===== config.mk =====
export PLATFORM = sky130hd
export DESIGN_NAME = fbci_host
export DESIGN_NICKNAME = d
export VERILOG_FILES = /design/src/fbci_pkg.sv /design/src/fbci_bus_cycle.sv /design/src/fbci_host.sv
export SDC_FILE = /design/constraint.sdc
export NUM_CORES = 1
export LEC_CHECK = 0
export ABC_AREA = 1
export BUFFER_PORTS_ARGS = -buffer_cell sky130_fd_sc_hd__buf_2
export CAP_MARGIN = 15
export CORE_ASPECT_RATIO = 1.2
export CORE_MARGIN = 1.5
export CORE_UTILIZATION = 33
export DETAILED_ROUTE_END_ITERATION = 16
export HOLD_SLACK_MARGIN = 0.02
export MAX_ROUTING_LAYER = met4
export PLACE_DENSITY = 0.5
export SLEW_MARGIN = 20
export SYNTH_ARGS = -nofsm -noshare
export SYNTH_HDL_FRONTEND = slang
export SYNTH_SLANG_ARGS = --single-unit

===== constraint.sdc =====
create_clock -name clk -period 2.3 [get_ports clk]
set_input_delay 0.115 -clock clk [delete_from_list [all_inputs] [get_ports clk]]
set_output_delay 0.115 -clock clk [all_outputs]
set_load 0.01 [all_outputs]

===== src/fbci_pkg.sv =====
package fbci_pkg;

    // Clock and pin timing
    localparam int CLK_PERIOD_NS = 50;
    localparam int ACCESS_NS = 120;
    localparam int ACCESS_CYC = (ACCESS_NS + CLK_PERIOD_NS - 1) / CLK_PERIOD_NS;
    localparam int WE_PULSE_NS = 100;
    localparam int WE_PULSE_CYC = (WE_PULSE_NS + CLK_PERIOD_NS - 1) / CLK_PERIOD_NS;
    localparam int RESET_LOW_NS = 100;
    localparam int RESET_LOW_CYC = (RESET_LOW_NS + CLK_PERIOD_NS - 1) / CLK_PERIOD_NS;
    // Wake interval before the next command; figure not fixed by the flash side
    localparam int WAKE_TO_WRITE_TIME_NS = 1000;
    localparam int WAKE_CYC = (WAKE_TO_WRITE_TIME_NS + CLK_PERIOD_NS - 1) / CLK_PERIOD_NS;
    localparam int CNT_W = 8;

    // Widths
    localparam int ADDR_W = 19;
    localparam int DATA_W = 16;
    localparam int REG_ADDR_W = 4;

    // Controller register offsets
    localparam logic [3:0] REG_CMD = 4'h0;
    localparam logic [3:0] REG_ADDR = 4'h1;
    localparam logic [3:0] REG_WDATA = 4'h2;
    localparam logic [3:0] REG_CONFIG = 4'h3;
    localparam logic [3:0] REG_STATUS = 4'h4;
    localparam logic [3:0] REG_RESULT = 4'h5;

    // Controller status and config field positions
    localparam int ST_BUSY = 0;
    localparam int ST_REFUSED = 1;
    localparam int ST_FLASH_BUSY = 2;
    localparam int ST_SUSPENDED = 3;
    localparam int ST_SEQ_ERROR = 4;
    localparam int ST_FLASH_LSB = 8;
    localparam int CFG_SUPPLY = 0;

    // Flash command codes
    localparam logic [15:0] CMD_READ_ARRAY = 16'h00ff;
    localparam logic [15:0] CMD_READ_IDENT = 16'h0090;
    localparam logic [15:0] CMD_READ_STATUS = 16'h0070;
    localparam logic [15:0] CMD_CLEAR_STATUS = 16'h0050;
    localparam logic [15:0] CMD_ERASE_SETUP = 16'h0020;
    localparam logic [15:0] CMD_CONFIRM = 16'h00d0;
    localparam logic [15:0] CMD_WORD_SETUP = 16'h0040;
    localparam logic [15:0] CMD_SUSPEND = 16'h00b0;

    // Flash status bits
    localparam int ENGINE_READY_BIT = 7;
    localparam int ERASE_FAIL_BIT = 5;
    localparam int WRITE_FAIL_BIT = 4;
    localparam int SUPPLY_FAIL_BIT = 3;
    localparam int PROTECT_FAIL_BIT = 1;
    localparam logic [7:0] FLASH_STATUS_WAKE = 8'h80;
    localparam logic [7:0] FLASH_ERR_MASK = 8'h3a;

    typedef enum logic [3:0] {
        OP_READ_ARRAY,
        OP_READ_IDENT,
        OP_READ_STATUS,
        OP_CLEAR_STATUS,
        OP_ERASE,
        OP_WORD_WRITE,
        OP_SUSPEND,
        OP_RESUME,
        OP_RESET
    } fbci_op_t;

    typedef struct packed {
        logic wr;
        logic [ADDR_W-1:0] addr;
        logic [DATA_W-1:0] data;
    } fbci_req_t;

endpackage

===== src/fbci_bus_cycle.sv =====
`timescale 1ns/1ps
`default_nettype none

module fbci_bus_cycle (
    input wire logic clk,
    input wire logic rst_b,
    input wire logic req_valid,
    input wire fbci_pkg::fbci_req_t req,
    output logic done,
    output logic [fbci_pkg::DATA_W-1:0] rdata,
    output logic ce_n,
    output logic oe_n,
    output logic we_n,
    output logic [fbci_pkg::ADDR_W-1:0] addr,
    output logic [fbci_pkg::DATA_W-1:0] dq_out,
    output logic dq_oe,
    input wire logic [fbci_pkg::DATA_W-1:0] dq_in
);

    typedef enum logic [1:0] {E_IDLE, E_SETUP, E_STROBE, E_HOLD} fbci_eng_t;

    fbci_eng_t state;
    logic is_wr;
    logic [fbci_pkg::CNT_W-1:0] cnt;
    logic [fbci_pkg::CNT_W-1:0] limit;

    assign limit = is_wr ? fbci_pkg::CNT_W'(fbci_pkg::WE_PULSE_CYC) : fbci_pkg::CNT_W'(fbci_pkg::ACCESS_CYC);

    always_ff @(posedge clk or negedge rst_b) begin
        if (!rst_b) begin
            state <= E_IDLE;
            is_wr <= 1'b0;
            cnt <= '0;
        end else begin
            case (state)
                E_IDLE: begin
                    if (req_valid) begin
                        is_wr <= req.wr;
                        state <= E_SETUP;
                    end
                end
                E_SETUP: begin
                    cnt <= fbci_pkg::CNT_W'(1);
                    state <= E_STROBE;
                end
                E_STROBE: begin
                    if (cnt == limit) begin
                        state <= E_HOLD;
                    end else begin
                        cnt <= cnt + fbci_pkg::CNT_W'(1);
                    end
                end
                default: state <= E_IDLE;
            endcase
        end
    end

    // Pin sequencing; only one strobe is ever low, so reads never overlap writes
    always_ff @(posedge clk or negedge rst_b) begin
        if (!rst_b) begin
            ce_n <= 1'b1;
            oe_n <= 1'b1;
            we_n <= 1'b1;
            addr <= '0;
            dq_out <= '0;
            dq_oe <= 1'b0;
        end else begin
            case (state)
                E_IDLE: begin
                    if (req_valid) begin
                        addr <= req.addr;
                        dq_out <= req.data;
                    end
                end
                E_SETUP: begin
                    ce_n <= 1'b0;
                    dq_oe <= is_wr;
                    oe_n <= is_wr;
                    we_n <= !is_wr;
                end
                E_STROBE: begin
                    if (cnt == limit) begin
                        oe_n <= 1'b1;
                        we_n <= 1'b1;
                    end
                end
                default: begin
                    ce_n <= 1'b1;
                    dq_oe <= 1'b0;
                end
            endcase
        end
    end

    always_ff @(posedge clk or negedge rst_b) begin
        if (!rst_b) begin
            done <= 1'b0;
            rdata <= '0;
        end else begin
            done <= (state == E_HOLD);
            if (state == E_STROBE && cnt == limit && !is_wr) begin
                rdata <= dq_in;
            end
        end
    end

endmodule

`default_nettype wire


===== src/fbci_host.sv =====
`timescale 1ns/1ps
`default_nettype none

module fbci_host (
    input wire logic clk,
    input wire logic rst_b,
    input wire logic [fbci_pkg::REG_ADDR_W-1:0] sw_addr,
    input wire logic [31:0] sw_wdata,
    input wire logic sw_wr,
    input wire logic sw_rd,
    output logic [31:0] sw_rdata,
    output logic [fbci_pkg::ADDR_W-1:0] f_addr,
    input wire logic [fbci_pkg::DATA_W-1:0] f_dq_in,
    output logic [fbci_pkg::DATA_W-1:0] f_dq_out,
    output logic f_dq_oe,
    output logic f_ce_n,
    output logic f_oe_n,
    output logic f_we_n,
    output logic reset_powerdown_n,
    output logic program_supply_high
);

    typedef enum logic [2:0] {S_IDLE, S_CMD1, S_CMD2, S_READ, S_POLL, S_RP_LOW, S_WAKE} fbci_state_t;

    fbci_state_t state;
    fbci_pkg::fbci_op_t op;
    fbci_pkg::fbci_op_t next_op;
    fbci_pkg::fbci_req_t eng_word;
    logic eng_req;
    logic eng_done;
    logic [fbci_pkg::DATA_W-1:0] eng_rdata;
    logic [fbci_pkg::CNT_W-1:0] cnt;
    logic [fbci_pkg::ADDR_W-1:0] cmd_addr;
    logic [fbci_pkg::DATA_W-1:0] cmd_data;
    logic flash_busy;
    logic suspended;
    logic refused;
    logic seq_error;
    logic [7:0] flash_status;
    logic [fbci_pkg::DATA_W-1:0] result;
    logic cmd_write;
    logic op_ok;
    logic accept;
    logic done_ready;

    fbci_bus_cycle u_cycle (
        .clk(clk),
        .rst_b(rst_b),
        .req_valid(eng_req),
        .req(eng_word),
        .done(eng_done),
        .rdata(eng_rdata),
        .ce_n(f_ce_n),
        .oe_n(f_oe_n),
        .we_n(f_we_n),
        .addr(f_addr),
        .dq_out(f_dq_out),
        .dq_oe(f_dq_oe),
        .dq_in(f_dq_in)
    );

    function automatic logic [15:0] first_code(input fbci_pkg::fbci_op_t o);
        case (o)
            fbci_pkg::OP_READ_ARRAY: first_code = fbci_pkg::CMD_READ_ARRAY;
            fbci_pkg::OP_READ_IDENT: first_code = fbci_pkg::CMD_READ_IDENT;
            fbci_pkg::OP_READ_STATUS: first_code = fbci_pkg::CMD_READ_STATUS;
            fbci_pkg::OP_CLEAR_STATUS: first_code = fbci_pkg::CMD_CLEAR_STATUS;
            fbci_pkg::OP_ERASE: first_code = fbci_pkg::CMD_ERASE_SETUP;
            fbci_pkg::OP_WORD_WRITE: first_code = fbci_pkg::CMD_WORD_SETUP;
            fbci_pkg::OP_SUSPEND: first_code = fbci_pkg::CMD_SUSPEND;
            default: first_code = fbci_pkg::CMD_CONFIRM;
        endcase
    endfunction

    assign done_ready = eng_done && eng_rdata[fbci_pkg::ENGINE_READY_BIT];

    // Decide whether a command write is legal right now
    always_comb begin
        next_op = fbci_pkg::fbci_op_t'(sw_wdata[3:0]);
        cmd_write = sw_wr && (sw_addr == fbci_pkg::REG_CMD);
        op_ok = 1'b0;
        case (next_op)
            fbci_pkg::OP_READ_ARRAY,
            fbci_pkg::OP_READ_IDENT: op_ok = !flash_busy || suspended;
            fbci_pkg::OP_READ_STATUS: op_ok = 1'b1;
            // Clear has no effect while suspended, so it is not sent
            fbci_pkg::OP_CLEAR_STATUS: op_ok = !suspended;
            fbci_pkg::OP_ERASE,
            fbci_pkg::OP_WORD_WRITE: op_ok = program_supply_high && !flash_busy;
            fbci_pkg::OP_SUSPEND: op_ok = flash_busy && !suspended;
            fbci_pkg::OP_RESUME: op_ok = suspended;
            fbci_pkg::OP_RESET: op_ok = 1'b1;
            // unknown codes never reach the pins
            default: op_ok = 1'b0;
        endcase
        accept = cmd_write && op_ok && (state == S_IDLE);
    end

    always_ff @(posedge clk or negedge rst_b) begin
        if (!rst_b) begin
            cmd_addr <= '0;
            cmd_data <= '0;
            program_supply_high <= 1'b0;
        end else if (sw_wr) begin
            if (sw_addr == fbci_pkg::REG_ADDR) begin
                cmd_addr <= sw_wdata[fbci_pkg::ADDR_W-1:0];
            end else if (sw_addr == fbci_pkg::REG_WDATA) begin
                cmd_data <= sw_wdata[fbci_pkg::DATA_W-1:0];
            end else if (sw_addr == fbci_pkg::REG_CONFIG) begin
                program_supply_high <= sw_wdata[fbci_pkg::CFG_SUPPLY];
            end
        end
    end

    // Command sequencer; reset starts with the flash held in power-down
    always_ff @(posedge clk or negedge rst_b) begin
        if (!rst_b) begin
            state <= S_RP_LOW;
            op <= fbci_pkg::OP_RESET;
            cnt <= '0;
            eng_req <= 1'b0;
            eng_word <= '0;
        end else begin
            eng_req <= 1'b0;
            case (state)
                S_IDLE: begin
                    if (accept) begin
                        op <= next_op;
                        cnt <= '0;
                        if (next_op == fbci_pkg::OP_RESET) begin
                            state <= S_RP_LOW;
                        end else begin
                            eng_req <= 1'b1;
                            eng_word <= '{wr: 1'b1, addr: cmd_addr, data: first_code(next_op)};
                            state <= S_CMD1;
                        end
                    end
                end
                S_CMD1: begin
                    if (eng_done) begin
                        case (op)
                            fbci_pkg::OP_READ_ARRAY,
                            fbci_pkg::OP_READ_IDENT,
                            fbci_pkg::OP_READ_STATUS: begin
                                eng_req <= 1'b1;
                                eng_word <= '{wr: 1'b0, addr: cmd_addr, data: '0};
                                state <= S_READ;
                            end
                            fbci_pkg::OP_ERASE: begin
                                eng_req <= 1'b1;
                                eng_word <= '{wr: 1'b1, addr: cmd_addr, data: fbci_pkg::CMD_CONFIRM};
                                state <= S_CMD2;
                            end
                            fbci_pkg::OP_WORD_WRITE: begin
                                eng_req <= 1'b1;
                                eng_word <= '{wr: 1'b1, addr: cmd_addr, data: cmd_data};
                                state <= S_CMD2;
                            end
                            fbci_pkg::OP_SUSPEND: begin
                                eng_req <= 1'b1;
                                eng_word <= '{wr: 1'b0, addr: cmd_addr, data: '0};
                                state <= S_POLL;
                            end
                            default: state <= S_IDLE;
                        endcase
                    end
                end
                S_CMD2,
                S_READ: begin
                    if (eng_done) begin
                        state <= S_IDLE;
                    end
                end
                S_POLL: begin
                    if (done_ready) begin
                        state <= S_IDLE;
                    end else if (eng_done) begin
                        eng_req <= 1'b1;
                    end
                end
                S_RP_LOW: begin
                    if (cnt == fbci_pkg::CNT_W'(fbci_pkg::RESET_LOW_CYC - 1)) begin
                        cnt <= '0;
                        state <= S_WAKE;
                    end else begin
                        cnt <= cnt + fbci_pkg::CNT_W'(1);
                    end
                end
                default: begin
                    if (cnt == fbci_pkg::CNT_W'(fbci_pkg::WAKE_CYC - 1)) begin
                        state <= S_IDLE;
                    end else begin
                        cnt <= cnt + fbci_pkg::CNT_W'(1);
                    end
                end
            endcase
        end
    end

    // only logic levels, never high voltage
    always_ff @(posedge clk or negedge rst_b) begin
        if (!rst_b) begin
            reset_powerdown_n <= 1'b0;
        end else begin
            reset_powerdown_n <= (state != S_RP_LOW);
        end
    end

    // Mirror of what the flash is doing, kept from the commands sent and status seen
    always_ff @(posedge clk or negedge rst_b) begin
        if (!rst_b) begin
            flash_busy <= 1'b0;
            suspended <= 1'b0;
            flash_status <= fbci_pkg::FLASH_STATUS_WAKE;
            result <= '0;
        end else if (state == S_RP_LOW) begin
            flash_busy <= 1'b0;
            suspended <= 1'b0;
            flash_status <= fbci_pkg::FLASH_STATUS_WAKE;
        end else if (eng_done) begin
            if (state == S_CMD2) begin
                flash_busy <= 1'b1;
            end else if (state == S_CMD1 && op == fbci_pkg::OP_RESUME) begin
                suspended <= 1'b0;
            end else if (state == S_CMD1 && op == fbci_pkg::OP_CLEAR_STATUS) begin
                flash_status <= flash_status & ~fbci_pkg::FLASH_ERR_MASK;
            end else if (state == S_READ) begin
                result <= eng_rdata;
                if (op == fbci_pkg::OP_READ_STATUS) begin
                    flash_status <= eng_rdata[7:0];
                    if (eng_rdata[fbci_pkg::ENGINE_READY_BIT] && !suspended) begin
                        flash_busy <= 1'b0;
                    end
                end
            end else if (state == S_POLL) begin
                flash_status <= eng_rdata[7:0];
                result <= eng_rdata;
                if (eng_rdata[fbci_pkg::ENGINE_READY_BIT]) begin
                    suspended <= 1'b1;
                end
            end
        end
    end

    // Sticky controller flags; a new set outranks a clear in the same cycle
    always_ff @(posedge clk or negedge rst_b) begin
        if (!rst_b) begin
            refused <= 1'b0;
            seq_error <= 1'b0;
        end else begin
            if (cmd_write && !accept) begin
                refused <= 1'b1;
            end else if (accept) begin
                refused <= 1'b0;
            end
            // both fail bits mean bad sequence
            if (eng_done && state == S_READ && op == fbci_pkg::OP_READ_STATUS &&
                eng_rdata[fbci_pkg::ERASE_FAIL_BIT] && eng_rdata[fbci_pkg::WRITE_FAIL_BIT]) begin
                seq_error <= 1'b1;
            end else if (accept && next_op == fbci_pkg::OP_CLEAR_STATUS) begin
                seq_error <= 1'b0;
            end
        end
    end

    always_ff @(posedge clk or negedge rst_b) begin
        if (!rst_b) begin
            sw_rdata <= '0;
        end else if (sw_rd) begin
            if (sw_addr == fbci_pkg::REG_ADDR) begin
                sw_rdata <= 32'(cmd_addr);
            end else if (sw_addr == fbci_pkg::REG_WDATA) begin
                sw_rdata <= 32'(cmd_data);
            end else if (sw_addr == fbci_pkg::REG_CONFIG) begin
                sw_rdata <= 32'(program_supply_high);
            end else if (sw_addr == fbci_pkg::REG_STATUS) begin
                sw_rdata <= '0;
                sw_rdata[fbci_pkg::ST_BUSY] <= (state != S_IDLE);
                sw_rdata[fbci_pkg::ST_REFUSED] <= refused;
                sw_rdata[fbci_pkg::ST_FLASH_BUSY] <= flash_busy;
                sw_rdata[fbci_pkg::ST_SUSPENDED] <= suspended;
                sw_rdata[fbci_pkg::ST_SEQ_ERROR] <= seq_error;
                sw_rdata[fbci_pkg::ST_FLASH_LSB +: 8] <= flash_status;
            end else if (sw_addr == fbci_pkg::REG_RESULT) begin
                sw_rdata <= 32'(result);
            end else begin
                sw_rdata <= '0;
            end
        end else begin
            sw_rdata <= '0;
        end
    end

endmodule

`default_nettype wire


==> results.py <==
metrics = {
    "yosys": {
        "yosysUniqueCellTypes": 36,
        "seq_area_frac_synth": 0.5603,
        "syn-cell-area_um2": 9081,
        "synth_warnings": 0,
        "yosys_register_bits": 203,
        "syn_inst": 1009,
        "avgSynthCellArea_um2": 9.000,
    },
    "power_and_ir_drop": {
        "peakVddDrop_uv": 382.6,
        "pwr-share-seq": 0.416,
        "p_sw_w": 0.004680,
        "p_int_w": 0.008398,
        "clock_power_share": 0.290,
        "pwr_density_cell_nw_per_um2": 1172,
        "swShare": 0.3578,
        "total_leakage_power_nw": 5.608,
        "combPwrFrac": 0.294,
    },
    "critical_path": {
        "crit_arrival_ns": 2.33,
        "r2r_end": "flash_status[1]$_DFFE_PN0P_",
        "startpoint_type": "primary input",
        "crit_type": "primary input to register",
        "worst_r2r_startpoint": "state[2]$_DFFE_PN1P_",
        "crit_start": "sw_wdata[0]",
        "required_ns": 2.69,
        "r2r_slack_ns": 0.43,
        "cp_max_fo": 46,
        "reg2reg_depth": 8,
        "end_kind": "register",
    },
    "floorplan": {
        "die_w_um": 154.4,
        "die_y_um": 184.7,
        "initial_utilization": 0.3353,
        "std_cell_rows": 66,
        "io-pin-count": 129,
        "core_area_um2": 27090,
        "die_area_um2": 28530,
    },
    "clocking": {
        "cts_htree_levels": 1,
        "post_cts.repair.setup_buffers": 0,
        "path_clk_slew_ns": 0.06,
        "cts_num_sinks": 203,
        "numCtsBuffers": 22,
        "clock_latency_ns": 0.50,
        "tritoncts": "yes",
        "hold_buffers": 42,
        "cts-root-buf": "clkbuf_16",
        "post_cts_resized": 0,
        "clk_path_buf_depth": 3,
    },
    "grt": {
        "grt_pass1_wl_um": 37390,
        "grt_pass1_vias": 6901,
        "overflow": 0,
        "grt.total_usage": 0.1693,
        "grt_max_degree": 57,
        "antenna_found_initial": 0,
    },
    "sta": {
        "period_needed_ns": 1.935,
        "setup_viol": 0,
        "slew_headroom": 0.5811,
        "rsz0062_at_grt": "false",
        "final-max-slew-violation-count": 0,
        "tns_ns": 0,
        "fmax_ghz": 0.5169,
        "final_hold_viol_count": 0,
        "post-route-period-util": 0.8412,
        "worstMarginPinSlew_ns": 0.6261,
        "worst_slack_ns": 0.3653,
        "clock_skew_ns": 0.01099,
    },
    "final_layout": {
        "num-fill-cells": 2726,
        "drive_above_1_share": 0.1938,
        "nNetsFinal": 1214,
        "seq_area_um2": 5089,
        "multi_input_area_um2": 3413,
        "antenna_cells": 0,
        "fin_area_um2": 11160,
        "area_growth_pct": 22.84,
    },
    "outcome": {
        "status": "complete, no violations",
    },
    "detailed_routing": {
        "ant_nets": 0,
        "dr_total_vias": 7092,
        "wl_um": 22970,
        "avgRoutedWirePerCell_um": 15.25,
        "first_pass_iters": 5,
        "drc_errors": 0,
        "vias_per_cell": 4.709,
        "drt_iter0_markers": 391,
    },
    "worst_hold_path": {
        "hold_end": "refused$_DFFE_PN0P_",
        "hold_start": "sw_addr[3]",
        "hold_path_depth": 6,
        "hold_path_class": "primary input to register",
    },
    "flow_run": {
        "maxCapViolations": 0,
    },
    "placement": {
        "gp_congestion": 0.8259,
        "postPlaceCellArea_um2": 9956,
        "dpl.hpwl_um": 16100,
        "io_buffer_count": 102,
        "place_ws_ns": 0.3932,
    },
}
==> state kept, by name (all words and copies together), names as in the netlist, 16 cells and up <==
signal,count
eng_word,36
cmd_addr,19
sw_rdata,19
u_cycle.addr,19
cmd_data,16
result,16
u_cycle.dq_out,16
u_cycle.rdata,16
==> worst max path at each step <==
stage,end,slack (ns),cells after the start
3_5_place_dp,cnt[4]$_DFFE_PN0P_,0.39,11
3_3_place_gp,cnt[3]$_DFFE_PN0P_,0.42,11
4_1_cts,cnt[4]$_DFFE_PN0P_,0.35,12
5_1_grt,cnt[2]$_DFFE_PN0P_,0.11,12
2_1_floorplan,u_cycle.addr[10]$_DFFE_PN0P_,0.57,5
6_report,eng_word[31]$_DFFE_PN0P_,0.37,12
==> layout make-up <==
cell class,instances,area share
tap,340,0.03813
clock buffer,28,0.05597
sequential,203,0.4561
clock inverter,11,0.01391
multi-input combinational,673,0.3060
timing repair buffer,156,0.09791
inverter,95,0.03197
==> Yosys cell counts (all sizes together) <==
| cell type | number | share of area |
|---|---|---|
| nand2 | 271 | 0.12 |
| dfrtp | 196 | 0.54 |
| o21ai | 118 | 0.065 |
| inv | 95 | 0.039 |
| nand3 | 89 | 0.050 |
| nor2 | 63 | 0.030 |
| mux2 | 36 | 0.045 |
| a21oi | 34 | 0.019 |
| buf | 32 | 0.022 |
| clkbuf | 18 | 0.0074 |
| nand4 | 11 | 0.0076 |
| dfstp | 7 | 0.020 |
| ha | 7 | 0.0096 |
| xor2 | 7 | 0.0068 |
| nor3 | 6 | 0.0044 |
| a31o | 3 | 0.0029 |
| xnor2 | 3 | 0.0029 |
| a31oi | 2 | 0.0014 |
| a41oi | 2 | 0.0019 |
| o211ai | 2 | 0.0017 |
| o22ai | 2 | 0.0014 |
| conb | 1 | 0.00041 |
| nand3b | 1 | 0.00083 |
| o221ai | 1 | 0.00096 |
| o32ai | 1 | 0.00096 |
| or2 | 1 | 0.00069 |
==> layout by cell type (no fill, tap or decap), types with 11 or more instances in the layout <==
master         Yosys  routed
nand4_1           11      11
nor2_1            52      52
dfrtp_1          196     196
nand2_1          266     266
conb_1             1      13
o21ai_0          112     112
inv_1             86      86
buf_2             16     101
dlygate4sd3_1      0      42
a21oi_1           34      34
mux2_2            36      36
clkbuf_16          0      23
nand3_1           88      88
==> critical path, cell delays in order <==
cell	delay (ns)
dlygate4sd3_1	0.55
buf_2	0.17
inv_1	0.21
nand4_1	0.23
nand2_1	0.11
nor2_1	0.05
nand2_2	0.09
nand2_4	0.09
nand2_8	0.24
nand2_8	0.23
nand2_1	0.13
nand2_1	0.05
==> metal layers <==
layer	track usage	vias up	wire (um)
li1	-	3552	-
met1	0.2222	3376	10720
met2	0.2764	126	10960
met3	0.02187	38	766
met4	0.04654	0	514
met5	-	-	0
==> cell families (layout without fill, tap and decap cells) <==
logic type                 count (synthesis)  after routing  synth area share
and+or+nand+nor                          442            442            0.2116
DFF                                      203            203            0.5603
AOI/OAI and AO/OA                        165            165           0.09493
buffers and inverters                    145            290           0.06875
muxes                                     36             36           0.04464
xor gates and xnor gates                  10             10          0.009645
adders and majority gates                  7              7          0.009644
other                                      1             13         0.0004129
==> power groups by stage <==
| stage | clock (W) | sequential, W | combinational, W |
|---|---|---|---|
| final | 0.00379 | 0.00545 | 0.00384 |
| after global routing | 0.00406 | 0.00559 | 0.00442 |
| after CTS | 0.00390 | 0.00545 | 0.00391 |
| after detailed placement | 0 | 0.00552 | 0.00384 |
| after global placement | 0 | 0.00549 | 0.00377 |
| after floorplan | 0 | 0.00533 | 0.00272 |
==> per-stage QoR <==
stage | total power, W | cells | util | hold WS, ns
2_1_floorplan | 0.008053 | 1021 | - | -0.1806
3_3_place_gp | 0.009267 | 1425 | 0.3676 | 0.1423
3_5_place_dp | 0.009358 | 1425 | 0.3676 | 0.1401
4_1_cts | 0.01327 | 1506 | 0.4119 | 0.1107
5_1_grt | 0.01407 | 1506 | 0.4119 | 0.1564
6_report | 0.01308 | 1506 | 0.4119 | 0.1340
(Power assumes the default switching activity.)
